**config.mk**
```make
export PLATFORM = sky130hd
export DESIGN_NAME = dsss_phy_header_framer
export DESIGN_NICKNAME = d
export VERILOG_FILES = /design/src/core/dsss_hdr_pkg.sv /design/src/core/crc16_serial.sv /design/src/core/dsss_phy_header_framer.sv
export SDC_FILE = /design/constraint.sdc
export NUM_CORES = 1
export LEC_CHECK = 0
export BUFFER_PORTS_ARGS = -buffer_cell sky130_fd_sc_hd__buf_4
export CAP_MARGIN = 20
export CORE_MARGIN = 8
export CORE_UTILIZATION = 45
export DETAILED_ROUTE_END_ITERATION = 10
export HOLD_SLACK_MARGIN = 0.02
export PLACE_DENSITY = 0.73
export SYNTH_ARGS = -nofsm -noshare
export SYNTH_HDL_FRONTEND = slang
export SYNTH_HIERARCHICAL = 1
export SYNTH_SLANG_ARGS = --single-unit
```
**constraint.sdc**
```tcl
create_clock -name ref_clk -period 7.5 [get_ports ref_clk]
set_clock_uncertainty 0.1 [all_clocks]
set_input_delay 0.375 -clock ref_clk [delete_from_list [all_inputs] [get_ports ref_clk]]
set_output_delay 0.375 -clock ref_clk [all_outputs]
set_load 0.02 [all_outputs]
```
**src/core/dsss_hdr_pkg.sv**
```systemverilog
package dsss_hdr_pkg;
	// clock and symbol timing
	localparam int CLK_HZ = 100_000_000;
	localparam int SYM_LO_HZ = 1_000_000;
	localparam int SYM_HI_HZ = 1_375_000;
	localparam int SYM_LO_CYC = (CLK_HZ + SYM_LO_HZ / 2) / SYM_LO_HZ;
	localparam int SYM_HI_CYC = (CLK_HZ + SYM_HI_HZ / 2) / SYM_HI_HZ;
	localparam int US_NS = 1000;
	localparam int CLK_NS = 10;
	localparam int US_CYC = US_NS / CLK_NS;
	// register byte offsets
	localparam logic [7:0] OFF_PREAMBLE_LENGTH = 8'h00;
	localparam logic [7:0] OFF_SEARCH_TIMEOUT = 8'h04;
	localparam logic [7:0] OFF_SIG_RATE1 = 8'h08;
	localparam logic [7:0] OFF_SIG_RATE2 = 8'h0C;
	localparam logic [7:0] OFF_SIG_RATE5_5 = 8'h10;
	localparam logic [7:0] OFF_SIG_RATE11 = 8'h14;
	localparam logic [7:0] OFF_TX_MOD_SEL = 8'h18;
	localparam logic [7:0] OFF_SERVICE = 8'h1C;
	localparam logic [7:0] OFF_TX_LENGTH = 8'h20;
	localparam logic [7:0] OFF_RX_STATUS = 8'h24;
	localparam logic [7:0] OFF_SCR_TAPS = 8'h28;
	localparam logic [7:0] OFF_TX_STATUS = 8'h2C;
	// reset values
	localparam logic [7:0] RST_PREAMBLE_LENGTH = 8'h80;
	localparam logic [7:0] RST_SEARCH_TIMEOUT = 8'h40;
	localparam logic [31:0] RST_SIG_CODES = 32'h6E37140A;
	localparam logic [7:0] RST_TX_MOD_SEL = 8'h00;
	localparam logic [7:0] RST_SERVICE = 8'h00;
	localparam logic [15:0] RST_TX_LENGTH = 16'h0000;
	localparam logic [6:0] RST_SCR_TAPS = 7'h48;
	// field positions
	localparam int MOD_LSB = 0;
	localparam int MOD_CCK_BIT = 2;
	localparam int RXS_SFD = 0;
	localparam int RXS_TIMEOUT = 1;
	localparam int RXS_CRC_ERR = 2;
	localparam int RXS_SIG_BAD = 3;
	localparam int RXS_RATE_LSB = 6;
	// modulation codes
	localparam logic [1:0] MOD_DBPSK = 2'h0;
	localparam logic [1:0] MOD_DQPSK = 2'h1;
	localparam logic [1:0] MOD_RATE5_5 = 2'h2;
	localparam logic [1:0] MOD_RATE11 = 2'h3;
	// framing constants
	localparam logic [15:0] SFD_VALUE = 16'hF3A0;
	localparam int SFD_BITS = 16;
	localparam int FIELD_BITS = 32;
	localparam int HDR_BITS = 48;
	localparam int CRC_BITS = 16;
	localparam logic [15:0] CRC_POLY = 16'h1021;
	localparam logic [15:0] CRC_PRESET = 16'hFFFF;
	localparam logic [6:0] SCR_SEED = 7'h6C;
	// modified walsh words, index m at bits [8m+7:8m], chip k at bit k
	localparam logic [63:0] MWALSH = 64'h6A6559563F300C03;
endpackage

```
**src/core/crc16_serial.sv**
```systemverilog
`timescale 1ns/100ps
module crc16_serial (
	// clock and reset
	input wire logic ref_clk,
	input wire logic rst_b,
	// control
	input wire logic init,
	input wire logic en,
	input wire logic shift_out,
	input wire logic bit_in,
	// results
	output logic out_bit,
	output logic [15:0] crc
);
	logic fb;
	logic [15:0] crc_r;
	logic [15:0] crc_nxt;

	// divide by the generator; shift mode empties msb first
	assign fb = crc_r[15] ^ bit_in;
	assign crc_nxt = init ? dsss_hdr_pkg::CRC_PRESET :
		shift_out ? {crc_r[14:0], 1'b1} :
		en ? ({crc_r[14:0], 1'b0} ^ (fb ? dsss_hdr_pkg::CRC_POLY : 16'h0000)) :
		crc_r;
	assign out_bit = ~crc_r[15];
	assign crc = crc_r;

	// register preset to all ones
	always_ff @(posedge ref_clk)
	begin
		if (!rst_b)
			crc_r <= dsss_hdr_pkg::CRC_PRESET;
		else
			crc_r <= crc_nxt;
	end
endmodule

```
**src/core/dsss_phy_header_framer.sv**
```systemverilog
// Added by the designer: register access over Wishbone and the address map.
`timescale 1ns/100ps
module dsss_phy_header_framer #(
	parameter int TAIL_SYMS = 3,
	parameter int ADR_W = 8
) (
	// clock and reset
	input wire logic ref_clk,
	input wire logic rst_b,
	// register bus
	input wire logic wb_cyc_i,
	input wire logic wb_stb_i,
	input wire logic wb_we_i,
	input wire logic [ADR_W-1:0] wb_adr_i,
	input wire logic [3:0] wb_sel_i,
	input wire logic [31:0] wb_dat_i,
	output logic [31:0] wb_dat_o,
	output logic wb_ack_o,
	// payload from the mac
	input wire logic transmit_power_enable,
	input wire logic [7:0] tx_data,
	input wire logic tx_data_valid,
	input wire logic tx_data_last,
	output logic tx_data_ready,
	// symbols to the spreader
	output logic sym_strobe,
	output logic [15:0] chip_phase,
	output logic data_portion,
	output logic tx_busy,
	// demodulator side
	input wire logic receive_power_enable,
	input wire logic rx_pn_acquired,
	input wire logic rx_bit,
	input wire logic rx_bit_valid,
	output logic rx_reacquire,
	output logic demod_data_valid,
	output logic rx_rate_switch,
	output logic [1:0] rx_rate,
	output logic [15:0] rx_length
);
	if (TAIL_SYMS < 1 || TAIL_SYMS > 255 || ADR_W < 6)
		$error("unsupported parameter value");

	typedef enum logic [2:0] {TX_IDLE, TX_PRE, TX_HDR, TX_CRC, TX_DATA,
		TX_TAIL, TX_DONE} tx_state_e;
	typedef enum logic [2:0] {RX_IDLE, RX_SEARCH, RX_HDR, RX_DATA,
		RX_LOST} rx_state_e;

	function automatic logic [7:0] sig_for(input logic [1:0] m,
		input logic [31:0] codes);
		sig_for = codes[8 * m +: 8];
	endfunction

	// scrambles n bits lsb first; returns {state, bits}
	function automatic logic [14:0] scramble(input logic [7:0] d,
		input logic [3:0] n, input logic [6:0] st, input logic [6:0] taps);
		logic [6:0] s;
		logic [7:0] o;
		logic b;
		s = st;
		o = 8'h00;
		for (int i = 0; i < 8; i++)
		begin
			if (4'(i) < n)
			begin
				b = d[i] ^ (^(s & taps));
				o[i] = b;
				s = {s[5:0], b};
			end
		end
		scramble = {s, o};
	endfunction

	// register file
	logic [7:0] pre_len_r, timeout_r, mod_sel_r, service_r;
	logic [31:0] sig_codes_r;
	logic [15:0] length_r;
	logic [6:0] taps_r;
	logic [7:0] rx_status_r;
	logic underrun_r;
	logic ack_r;
	logic [31:0] dat_r;
	logic [31:0] rd_word;
	logic [7:0] adr;
	logic wr_en;

	assign adr = 8'({wb_adr_i[ADR_W-1:2], 2'b00});
	assign wr_en = wb_cyc_i & wb_stb_i & wb_we_i & ack_r;
	assign wb_ack_o = ack_r;
	assign wb_dat_o = dat_r;

	// read mux; unmapped words read zero and still ack
	always_comb
	begin
		rd_word = 32'h0000_0000;
		case (adr)
			dsss_hdr_pkg::OFF_PREAMBLE_LENGTH: rd_word[7:0] = pre_len_r;
			dsss_hdr_pkg::OFF_SEARCH_TIMEOUT: rd_word[7:0] = timeout_r;
			dsss_hdr_pkg::OFF_SIG_RATE1: rd_word[7:0] = sig_codes_r[7:0];
			dsss_hdr_pkg::OFF_SIG_RATE2: rd_word[7:0] = sig_codes_r[15:8];
			dsss_hdr_pkg::OFF_SIG_RATE5_5: rd_word[7:0] = sig_codes_r[23:16];
			dsss_hdr_pkg::OFF_SIG_RATE11: rd_word[7:0] = sig_codes_r[31:24];
			dsss_hdr_pkg::OFF_TX_MOD_SEL: rd_word[7:0] = mod_sel_r;
			dsss_hdr_pkg::OFF_SERVICE: rd_word[7:0] = service_r;
			dsss_hdr_pkg::OFF_TX_LENGTH: rd_word[15:0] = length_r;
			dsss_hdr_pkg::OFF_RX_STATUS: rd_word[7:0] = rx_status_r;
			dsss_hdr_pkg::OFF_SCR_TAPS: rd_word[6:0] = taps_r;
			dsss_hdr_pkg::OFF_TX_STATUS: rd_word[1:0] = {underrun_r, tx_busy};
			default: rd_word = 32'h0000_0000;
		endcase
	end

	// one wait state; write lands on the edge that sees ack
	always_ff @(posedge ref_clk)
	begin
		if (!rst_b)
		begin
			ack_r <= 1'b0;
			dat_r <= 32'h0000_0000;
		end
		else
		begin
			ack_r <= wb_cyc_i & wb_stb_i & ~ack_r;
			if (wb_cyc_i & wb_stb_i & ~ack_r)
				dat_r <= rd_word;
		end
	end

	// writable registers, byte lane 0 (length also lane 1)
	always_ff @(posedge ref_clk)
	begin
		if (!rst_b)
		begin
			pre_len_r <= dsss_hdr_pkg::RST_PREAMBLE_LENGTH;
			timeout_r <= dsss_hdr_pkg::RST_SEARCH_TIMEOUT;
			sig_codes_r <= dsss_hdr_pkg::RST_SIG_CODES;
			mod_sel_r <= dsss_hdr_pkg::RST_TX_MOD_SEL;
			service_r <= dsss_hdr_pkg::RST_SERVICE;
			length_r <= dsss_hdr_pkg::RST_TX_LENGTH;
			taps_r <= dsss_hdr_pkg::RST_SCR_TAPS;
		end
		else if (wr_en)
		begin
			if (wb_sel_i[0])
				case (adr)
					dsss_hdr_pkg::OFF_PREAMBLE_LENGTH: pre_len_r <= wb_dat_i[7:0];
					dsss_hdr_pkg::OFF_SEARCH_TIMEOUT: timeout_r <= wb_dat_i[7:0];
					dsss_hdr_pkg::OFF_SIG_RATE1: sig_codes_r[7:0] <= wb_dat_i[7:0];
					dsss_hdr_pkg::OFF_SIG_RATE2: sig_codes_r[15:8] <= wb_dat_i[7:0];
					dsss_hdr_pkg::OFF_SIG_RATE5_5: sig_codes_r[23:16] <= wb_dat_i[7:0];
					dsss_hdr_pkg::OFF_SIG_RATE11: sig_codes_r[31:24] <= wb_dat_i[7:0];
					dsss_hdr_pkg::OFF_TX_MOD_SEL: mod_sel_r <= wb_dat_i[7:0];
					dsss_hdr_pkg::OFF_SERVICE: service_r <= wb_dat_i[7:0];
					dsss_hdr_pkg::OFF_TX_LENGTH: length_r[7:0] <= wb_dat_i[7:0];
					dsss_hdr_pkg::OFF_SCR_TAPS: taps_r <= wb_dat_i[6:0];
					default: ;
				endcase
			if (wb_sel_i[1] && adr == dsss_hdr_pkg::OFF_TX_LENGTH)
				length_r[15:8] <= wb_dat_i[15:8];
		end
	end

	// transmit state
	tx_state_e tx_st_r;
	logic [6:0] div_r;
	logic [7:0] cnt_r;
	logic [47:0] hdr_r;
	logic [6:0] scr_r;
	logic [1:0] ph_r;
	logic [2:0] mode_r;
	logic [7:0] byte_r;
	logic [2:0] bitpos_r;
	logic last_r, odd_r, pe_d_r;
	logic tick, is_data, hi_rate, need_byte, data_empty, byte_done;
	logic crc_end, tx_crc_bit;
	logic [3:0] nbits;
	logic [3:0] pos_sum;
	logic [7:0] raw;
	logic [14:0] scr_res;
	logic [7:0] sb;
	logic [15:0] chip_nxt;
	logic [1:0] ph_nxt;

	assign tick = (div_r == 7'h00) && tx_st_r != TX_IDLE;
	assign is_data = tx_st_r == TX_DATA || tx_st_r == TX_TAIL;
	assign crc_end = tx_st_r == TX_CRC && cnt_r == 8'(dsss_hdr_pkg::CRC_BITS - 1);
	assign hi_rate = mode_r[1] && (is_data || crc_end);
	assign need_byte = bitpos_r == 3'h0;
	assign data_empty = need_byte & ~tx_data_valid;
	assign tx_data_ready = tick && tx_st_r == TX_DATA && need_byte;
	assign nbits = !is_data ? 4'h1 : mode_r[1] ? (mode_r[0] ? 4'h8 : 4'h4) :
		(mode_r[0] ? 4'h2 : 4'h1);
	assign pos_sum = {1'b0, bitpos_r} + nbits;
	assign byte_done = pos_sum[3];
	assign tx_busy = tx_st_r != TX_IDLE;
	assign data_portion = is_data;

	// bit source per state; every bit, payload included, then goes through the scrambler
	assign raw = tx_st_r == TX_PRE ? 8'h01 :
		tx_st_r == TX_HDR ? {7'h00, hdr_r[0]} :
		tx_st_r == TX_CRC ? {7'h00, tx_crc_bit} :
		tx_st_r == TX_DATA && !data_empty ?
		(need_byte ? tx_data : byte_r >> bitpos_r) : 8'h00;
	assign scr_res = scramble(raw, nbits, scr_r, taps_r);
	assign sb = scr_res[7:0];

	// symbol mapper
	always_comb
	begin
		logic [1:0] p1, p2, p3, p4, iq;
		logic [7:0] c1, c2;
		p1 = 2'h0;
		p2 = 2'h0;
		p3 = 2'h0;
		p4 = 2'h0;
		iq = 2'h0;
		c1 = dsss_hdr_pkg::MWALSH[8 * sb[2:0] +: 8] ^ {8{sb[3]}};
		c2 = dsss_hdr_pkg::MWALSH[8 * sb[6:4] +: 8] ^ {8{sb[7]}};
		ph_nxt = ph_r;
		chip_nxt = 16'h0000;
		if (!is_data || mode_r[1:0] == dsss_hdr_pkg::MOD_DBPSK)
		begin
			ph_nxt = ph_r + {sb[0], 1'b0};
			chip_nxt = {8{ph_nxt}};
		end
		else if (mode_r[1:0] == dsss_hdr_pkg::MOD_DQPSK)
		begin
			ph_nxt = ph_r + {sb[0], sb[0] ^ sb[1]};
			chip_nxt = {8{ph_nxt}};
		end
		else if (mode_r[dsss_hdr_pkg::MOD_CCK_BIT])
		begin
			// odd symbols get an extra half turn on the common phase
			p1 = ph_r + {sb[0], sb[0] ^ sb[1]} + {odd_r, 1'b0};
			if (mode_r[0])
			begin
				p2 = {sb[2], sb[3]};
				p3 = {sb[4], sb[5]};
				p4 = {sb[6], sb[7]};
			end
			else
			begin
				p2 = {sb[2], 1'b1};
				p4 = {sb[3], 1'b0};
			end
			ph_nxt = p1;
			chip_nxt = {p1, p1 + p2 + 2'h2, p1 + p3, p1 + p2 + p3,
				p1 + p4 + 2'h2, p1 + p2 + p4, p1 + p3 + p4, p1 + p2 + p3 + p4};
		end
		else
		begin
			for (int k = 0; k < 8; k++)
			begin
				if (mode_r[0])
					iq = {c2[k], c2[k] ^ c1[k]};
				else
					iq = {c1[k], 1'b0};
				chip_nxt[2 * k +: 2] = iq + ph_r;
			end
		end
	end

	// transmit sequencer
	always_ff @(posedge ref_clk)
	begin
		if (!rst_b)
		begin
			tx_st_r <= TX_IDLE;
			div_r <= 7'h00;
			cnt_r <= 8'h00;
			hdr_r <= 48'h0;
			scr_r <= dsss_hdr_pkg::SCR_SEED;
			ph_r <= 2'h0;
			mode_r <= 3'h0;
			byte_r <= 8'h00;
			bitpos_r <= 3'h0;
			last_r <= 1'b0;
			odd_r <= 1'b0;
			pe_d_r <= 1'b0;
			underrun_r <= 1'b0;
			sym_strobe <= 1'b0;
			chip_phase <= 16'h0000;
		end
		else
		begin
			pe_d_r <= transmit_power_enable;
			sym_strobe <= tick;
			if (tick)
			begin
				chip_phase <= chip_nxt;
				ph_r <= ph_nxt;
				scr_r <= scr_res[14:8];
				div_r <= 7'(hi_rate ? dsss_hdr_pkg::SYM_HI_CYC - 1 :
					dsss_hdr_pkg::SYM_LO_CYC - 1);
			end
			else if (div_r != 7'h00)
				div_r <= div_r - 7'h01;
			if (!transmit_power_enable)
				tx_st_r <= TX_IDLE;
			else
				case (tx_st_r)
					TX_IDLE:
						if (!pe_d_r)
						begin
							tx_st_r <= pre_len_r == 8'h00 ? TX_HDR : TX_PRE;
							hdr_r <= {length_r, service_r,
								sig_for(mod_sel_r[1:0], sig_codes_r),
								dsss_hdr_pkg::SFD_VALUE};
							mode_r <= mod_sel_r[2:0];
							scr_r <= dsss_hdr_pkg::SCR_SEED;
							ph_r <= 2'h0;
							cnt_r <= 8'h00;
							underrun_r <= 1'b0;
							div_r <= 7'(dsss_hdr_pkg::SYM_LO_CYC - 1);
						end
					TX_PRE:
						if (tick)
						begin
							cnt_r <= cnt_r + 8'h01;
							if (cnt_r == pre_len_r - 8'h01)
							begin
								tx_st_r <= TX_HDR;
								cnt_r <= 8'h00;
							end
						end
					TX_HDR:
						if (tick)
						begin
							hdr_r <= hdr_r >> 1;
							cnt_r <= cnt_r + 8'h01;
							if (cnt_r == 8'(dsss_hdr_pkg::HDR_BITS - 1))
							begin
								tx_st_r <= TX_CRC;
								cnt_r <= 8'h00;
							end
						end
					TX_CRC:
						if (tick)
						begin
							cnt_r <= cnt_r + 8'h01;
							if (crc_end)
							begin
								tx_st_r <= TX_DATA;
								bitpos_r <= 3'h0;
								odd_r <= 1'b0;
							end
						end
					TX_DATA:
						if (tick)
						begin
							odd_r <= ~odd_r;
							if (data_empty)
							begin
								underrun_r <= 1'b1;
								tx_st_r <= TX_TAIL;
								cnt_r <= 8'h01;
							end
							else
							begin
								if (need_byte)
								begin
									byte_r <= tx_data;
									last_r <= tx_data_last;
								end
								bitpos_r <= pos_sum[2:0];
								if (byte_done && (need_byte ? tx_data_last : last_r))
								begin
									tx_st_r <= TX_TAIL;
									cnt_r <= 8'h00;
								end
							end
						end
					TX_TAIL:
						if (tick)
						begin
							odd_r <= ~odd_r;
							cnt_r <= cnt_r + 8'h01;
							if (cnt_r >= 8'(TAIL_SYMS - 1))
								tx_st_r <= TX_DONE;
						end
					TX_DONE: ; // waits for the mac to drop power
					default: tx_st_r <= TX_IDLE;
				endcase
		end
	end

	crc16_serial tx_crc (
		.ref_clk(ref_clk),
		.rst_b(rst_b),
		.init(tx_st_r == TX_IDLE),
		.en(tick && tx_st_r == TX_HDR &&
			cnt_r >= 8'(dsss_hdr_pkg::SFD_BITS)),
		.shift_out(tick && tx_st_r == TX_CRC),
		.bit_in(hdr_r[0]),
		.out_bit(tx_crc_bit),
		.crc()
	);

	// receive header checks
	rx_state_e rx_st_r;
	logic [6:0] us_r;
	logic [7:0] timer_r;
	logic [5:0] rcnt_r;
	logic [15:0] sfd_sh_r;
	logic [31:0] fld_r;
	logic [15:0] rcrc_r;
	logic [15:0] rx_crc;
	logic [15:0] sfd_next;
	logic [3:0] sig_hit;
	logic [1:0] hit_rate;
	logic rx_active, us_tick, crc_ok, sfd_hit;

	assign rx_active = receive_power_enable & rx_pn_acquired;
	assign us_tick = us_r == 7'(dsss_hdr_pkg::US_CYC - 1);
	assign sfd_next = {rx_bit, sfd_sh_r[15:1]};
	assign sfd_hit = rx_bit_valid && sfd_next == dsss_hdr_pkg::SFD_VALUE;
	assign crc_ok = ~rx_crc == {rcrc_r[14:0], rx_bit};

	// compare the received signal field with each code
	for (genvar g = 0; g < 4; g++)
	begin : g_sig
		assign sig_hit[g] = fld_r[7:0] == sig_for(2'(g), sig_codes_r);
	end
	assign hit_rate = sig_hit[0] ? 2'h0 : sig_hit[1] ? 2'h1 :
		sig_hit[2] ? 2'h2 : 2'h3;

	// receive sequencer; status cleared at each new acquisition
	always_ff @(posedge ref_clk)
	begin
		if (!rst_b)
		begin
			rx_st_r <= RX_IDLE;
			us_r <= 7'h00;
			timer_r <= 8'h00;
			rcnt_r <= 6'h00;
			sfd_sh_r <= 16'h0000;
			fld_r <= 32'h0;
			rcrc_r <= 16'h0000;
			rx_status_r <= 8'h00;
			rx_reacquire <= 1'b0;
			demod_data_valid <= 1'b0;
			rx_rate_switch <= 1'b0;
			rx_rate <= 2'h0;
			rx_length <= 16'h0000;
		end
		else
		begin
			us_r <= us_tick ? 7'h00 : us_r + 7'h01;
			rx_reacquire <= 1'b0;
			if (!rx_active)
			begin
				rx_st_r <= RX_IDLE;
				demod_data_valid <= 1'b0;
				rx_rate_switch <= 1'b0;
			end
			else
				case (rx_st_r)
					RX_IDLE:
					begin
						rx_st_r <= RX_SEARCH;
						timer_r <= 8'h00;
						sfd_sh_r <= 16'h0000;
						rx_status_r <= 8'h00;
						rx_rate_switch <= 1'b0;
					end
					RX_SEARCH:
						if (sfd_hit)
						begin
							rx_st_r <= RX_HDR;
							rcnt_r <= 6'h00;
							rx_status_r[dsss_hdr_pkg::RXS_SFD] <= 1'b1;
						end
						else
						begin
							if (rx_bit_valid)
								sfd_sh_r <= sfd_next;
							if (us_tick)
								timer_r <= timer_r + 8'h01;
							if (timer_r >= timeout_r)
							begin
								rx_st_r <= RX_LOST;
								rx_reacquire <= 1'b1;
								rx_status_r[dsss_hdr_pkg::RXS_TIMEOUT] <= 1'b1;
							end
						end
					RX_HDR:
						if (rx_bit_valid)
						begin
							rcnt_r <= rcnt_r + 6'h01;
							if (rcnt_r < 6'(dsss_hdr_pkg::FIELD_BITS))
								fld_r <= {rx_bit, fld_r[31:1]};
							else
								rcrc_r <= {rcrc_r[14:0], rx_bit};
							if (rcnt_r == 6'(dsss_hdr_pkg::HDR_BITS - 1))
							begin
								rx_status_r[dsss_hdr_pkg::RXS_RATE_LSB +: 2] <= hit_rate;
								if (!crc_ok)
								begin
									rx_st_r <= RX_LOST;
									rx_status_r[dsss_hdr_pkg::RXS_CRC_ERR] <= 1'b1;
									demod_data_valid <= 1'b0;
								end
								else if (sig_hit == 4'h0)
								begin
									rx_st_r <= RX_LOST;
									rx_status_r[dsss_hdr_pkg::RXS_SIG_BAD] <= 1'b1;
								end
								else
								begin
									rx_st_r <= RX_DATA;
									demod_data_valid <= 1'b1;
									rx_rate <= hit_rate;
									rx_rate_switch <= hit_rate != 2'h0;
									rx_length <= fld_r[31:16];
								end
							end
						end
					RX_DATA: ;
					RX_LOST: ;
					default: rx_st_r <= RX_IDLE;
				endcase
		end
	end

	crc16_serial rx_crc_eng (
		.ref_clk(ref_clk),
		.rst_b(rst_b),
		.init(rx_st_r != RX_HDR),
		.en(rx_bit_valid && rx_st_r == RX_HDR &&
			rcnt_r < 6'(dsss_hdr_pkg::FIELD_BITS)),
		.shift_out(1'b0),
		.bit_in(rx_bit),
		.out_bit(),
		.crc(rx_crc)
	);
endmodule

```
# Yosys cells after proc, flatten, opt, wreduce, memory -nomap -nowiden
# Index checks and enable logic that the tools add are counted.
# W data, S select, Z words.
# totals
reg_bits,360
latch_bits,0
ram_bits,0
romBits,0
input_bits,64
output_inout_bits,74
n_memories,0
# classes
add_sub_neg,27
mul,0
n_div,0
magnitude_cmp,12
n_eq_ne,62
shift,4
mux,178
bitwise_logic,51
reduce_logical,91
# op_table
cell,n
$mux W8,17
$shiftx A64 B7 Y8 const A,2
$mux W7,17
$mux W2,58
$mux W16,7
$mux W48,2
$pmux W48 S2,1
$mux W3,22
$and A7 B7 Y7,8
$reduce_xor A7 Y1,8
$pmux W5 S11,1
$ne A2 B2 Y1 const B,22
$reduce_and A4 Y1,11
$eq A8 B8 Y1,5
$pmux W8 S5,1
$add A2 B2 Y2,18
$reduce_and A3 Y1,12
$pmux W16 S2,1
$shiftx A32 B6 Y8,1
$xor A16 B16 Y16,2
$mux W1,30
$mux W13,2
$reduce_and A5 Y1,5
$eq A6 B3 Y1 const B,4
66 further kinds,168

# Longest topological paths before layout
# depth
word_depth,48
mapped_depth,28
depth_no_buf,25

# Hierarchy
# The synthesis kept the hierarchy.
# modules_own_cells
mod,n_inst,cells_per_inst,area_per_inst_um2,seq_area_each_um2
dsss_phy_header_framer,1,2316,18634.1,6526.3
crc16_serial,2,78,638.1,320.3

# Least setup slack after synthesis
# Ideal clock, no wire load.
# synth_path
kind,flip-flop to flip-flop
start,register tx_st_r[2]
end,register chip_phase[9]
setup_ns,0.069
arrival_ns,6.018
required_time_ns,7.331
slack_ns,1.314
path_stages_with_launch,26
path_cell_list,dfxtp_1 > or3b_1 > clkbuf_1 > nor2_1 > o21ai_0 > xnor2_1 > a211oi_1 > o21ai_4 > mux2i_1 > mux2i_1 > xnor2_2 > xnor2_1 > nand2_2 > a21oi_1 > xnor2_1 > xnor3_2 > xor2_1 > nor2_1 > xor2_1 > nor2_1 > ha_1 > xnor2_1 > xor2_1 > xnor2_1 > a221o_1 > o21ai_1
# synth_via
elab_chain_cells,46
# synth_lines
item,line_no,text
start: declaration,dsss_phy_header_framer.sv:164,tx_state_e tx_st_r;
start signal: assignment,dsss_phy_header_framer.sv:305,tx_st_r <= pre_len_r == 8'h00 ? TX_HDR : TX_PRE;
"parallel branches: the longest is 46 deep, another holds $mux W8",--,
end signal: assignment,dsss_phy_header_framer.sv:290,chip_phase <= chip_nxt;
end: declaration,dsss_phy_header_framer.sv:27,"output logic [15:0] chip_phase,"
# Several ways; the timed one is not identified. The select of a mux whose other input is x is not followed.
# A chain may end at the register's enable or synchronous reset.

# Worst setup path after layout
# layout_path
start,register tx_st_r[1]
end,register chip_phase[11]
# Same word-level chain as after synthesis.

==> run_results.csv <==
group,metric,value,unit
synthesis,synthFlopType,"dfxtp_1",
synthesis,synthesis.instances,2472,
route,via_per_inst,5.81,
power_and_ir_drop,peakVddDrop,200,uV
sta,worst_pin_slew,1.09,ns
route,wirelength,57.2,mm
floorplan,die_y,226,um
clocking,cts_tree,"built",
floorplan,boundaryPins,138,
floorplan,die_area,0.0512,mm^2
synthesis,synth-seq-area-share,36.0,%
sta,fin_crit,7.07,ns
placed_design,dpl.hpwl,40.1,mm
power_and_ir_drop,p_per_area,207,mW/mm^2
layout,final_nets,2591,
layout,diodes,0,
min_path,hold_path_class,"input port to flip-flop",
layout,areaGrowthSynthToFinish,12.9,%
floorplan,start_util,45.3,%
global_routing,grt_pass1_wl,91.3,mm
synthesis,synth_warnings,6,
placed_design,numPortBuffers,101,
clocking,cts_root_buffer,"clkbuf_16",
layout,fillCellCount,4170,
worst_setup_path,cp_max_fo,12,
power_and_ir_drop,finalPower,4.64,mW
layout,drive_above_1_share,11.3,%
route,num_vias,18100,
synthesis,ys_ff_latch,358,
clocking,post-cts-setup-buffers,0,
placed_design,gp_congestion,0.937,
route,drcViolationCount,0,
synthesis,synth-edff-count,0,
floorplan,die_w,226,um
sta,rsz0062_at_grt,"no",
sta,slew_viol_final,0,
sta,final.setup.tns,0,ns
placed_design,placed_area,0.0209,mm^2
layout,stdcell_count,3113,
worst_setup_path,start_kind,"flip-flop",
route,route.detailed.wl_per_inst,18.4,um
synthesis,async_reset_ff_share,0,%
placed_design,dp_cells,3023,
global_routing,overflow,0,
route,ant_nets,0,
worst_setup_path,critPathMaxStageDelay,0.53,ns
global_routing,grt_pass1_vias,17600,
worst_setup_path,crit_path_end_kind,"flip-flop",
global_routing,grt.total_usage,21.7,%
global_routing,grt_start_max_net_pins,99,
job,max_cap_viol_count,0,
floorplan,core-area,0.0439,mm^2
clocking,clk_latency,0.57,ns
clocking,cts.sinks,358,
floorplan,rows,77,
clocking,clkTransAtPathRegs,0.06,ns
clocking,clk_path_buf_depth,3,
worst_setup_path,cpMaxStageDelayCell,"or3b_1",
global_routing,antenna_found_initial,0,
power_and_ir_drop,p_leak,8.86,nW
sta,fmax,0.141,GHz
clocking,cts_buffers,41,
synthesis,synth.distinct_cells,96,
clocking,htree_num_levels,2,
synthesis,syn_area,0.0199,mm^2
sta,finalCritPeriodShare,94.3,%
layout,final_cell_area,0.0225,mm^2
route,drtPass1Iterations,7,
sta,finalSetupViolCount,0,
worst_setup_path,cp.arrival,7.40,ns
sta,slew_headroom,27.2,%
outcome,outcome,"complete, no violations",
worst_setup_path,cpMostUsedCell,"xnor2_1",
sta,hold_viol,0,
worst_setup_path,critPathKind,"flip-flop to flip-flop",
worst_setup_path,required,7.83,ns
synthesis,postSynthAreaPerCell,8.05,um^2
route,drt-initial-drc-count,1695,
==> through the flow <==
step,setup slack (ns),util (%),hold WS (ns)
finish,0.426,51.2,0.0524
detailed placement,0.433,47.6,0.345
CTS,0.413,51.1,0.0210
global placement,0.660,47.6,0.324
floorplan,1.31,-,0.313
global route,0.00630,51.2,0.0515
==> report_power, final <==
| part | internal, mW | switching, mW |
|---|---|---|
| registers | 1.95 | 0.0345 |
| logic | 0.240 | 0.397 |
| clock network | 1.21 | 0.806 |
| total | 3.41 | 1.24 |
==> critical path, delay by kind of cell, from the launching register on <==
| kind | cells | cell delay (ns) |
|---|---|---|
| xor gates and xnor gates | 7 | 1.83 |
| adders and majority gates | 1 | 0.21 |
| AOI/OAI and AO/OA | 7 | 1.92 |
| and+or+nand+nor | 8 | 2.03 |
| muxes | 1 | 0.27 |
| DFF | 1 | 0.41 |
| buffers and inverters | 1 | 0.17 |
==> cell usage after synthesis (19+ instances only) <==
library cell  instances  area [um^2]
a211oi_1             20          150
a21oi_1             187          936
a311oi_1             36          315
buf_4                19          143
clkbuf_1            151          567
dfxtp_1             358         7170
ha_1                 34          425
inv_1                42          158
mux2i_1             128         1280
mux4_2               24          541
nand2_1             423         1590
nand2b_1             20          125
nand3_1             119          596
nand4_1              20          125
nor2_1              267         1000
nor3_1               59          295
o21ai_0              75          375
o22ai_1              20          125
xnor2_1              95          832
xor2_1               68          596
==> layout make-up <==
type                            count  area (um^2)  share of cell area (%)
Multi-Input combinational cell   1893        11800                    52.5
Sequential cell                   358         7170                    31.9
Clock buffer                       63         1250                    5.56
Timing Repair Buffer              156         1230                    5.49
Tap cell                          592          741                    3.29
Inverter                           42          163                   0.723
Clock inverter                      9          115                   0.512
==> logic make-up after synthesis <==
family                   after synthesis  share of synthesized area, %
AO/OA/AOI/OAI                        458                          14.7
XOR/XNOR                             180                          8.97
adder cells (fa/ha/maj)               35                          2.24
buffers and inverters                241                          5.13
flip-flops                           358                          36.0
multiplexers                         157                          9.45
other                                  1                        0.0188
AND/OR/NAND/NOR                     1042                          23.5
==> flip-flops by register name, summed over array words and instances (netlist names), 8 cells and up <==
name	cells
timeout_r	8
tx_crc/crc	16
hdr_r	48
rx_length	16
chip_phase	16
pre_len_r	8
service_r	8
length_r	16
wb_dat_o	16
rx_crc_eng/crc	16
rcrc_r	15
sfd_sh_r	15
timer_r	8
mod_sel_r	8
fld_r	32
sig_codes_r	32
cnt_r	8
==> routing by layer <==
layer,global-route usage (%),part of all wire [%],vias to the layer above
met1,26.8,42,8659
met3,4.31,7.0,122
met5,0,0,-
li1,-,-,8604
met2,37.0,48,692
met4,8.10,2.9,0
==> cells in the final DEF, fill, tap and decap left out, drive strengths merged, types with 14 or more instances in the layout <==
cell type / count
a31oi: 17
inv: 42
nand3: 119
xnor2: 99
nor2b: 17
conb: 21
nand2: 424
or2: 14
and2: 17
o21ai: 81
o22ai: 20
a211oi: 23
nor2: 267
dlygate4sd3: 17
mux2i: 129
nand2b: 20
nor3: 60
clkbuf: 63
ha: 34
dfxtp: 358
a21oi: 187
mux4: 24
xor2: 70
or3: 17
nor4: 14
nand4: 20
a311oi: 37
buf: 139
==> path summary, 6_finish.rpt <==
kind | cells past startpoint | slack, ns | endpoint | startpoint
hold / removal | 3 | 0.05 | sig_codes_r[23] | wb_dat_i[7]
setup reg to reg | 25 | 0.43 | chip_phase[11] | tx_st_r[1]
hold reg to reg | 2 | 0.35 | hdr_r[3] | hdr_r[3]
setup / recovery | 25 | 0.43 | chip_phase[11] | tx_st_r[1]
==> timing repair <==
item / CTS / global route
hold buffers: 17 / 0
hold endpoints to repair: 19 / 0
resized for setup: 0 / 3
endpoints found under the setup margin: 0 / 4
No activity file was read; power rests on OpenSTA's default activity.
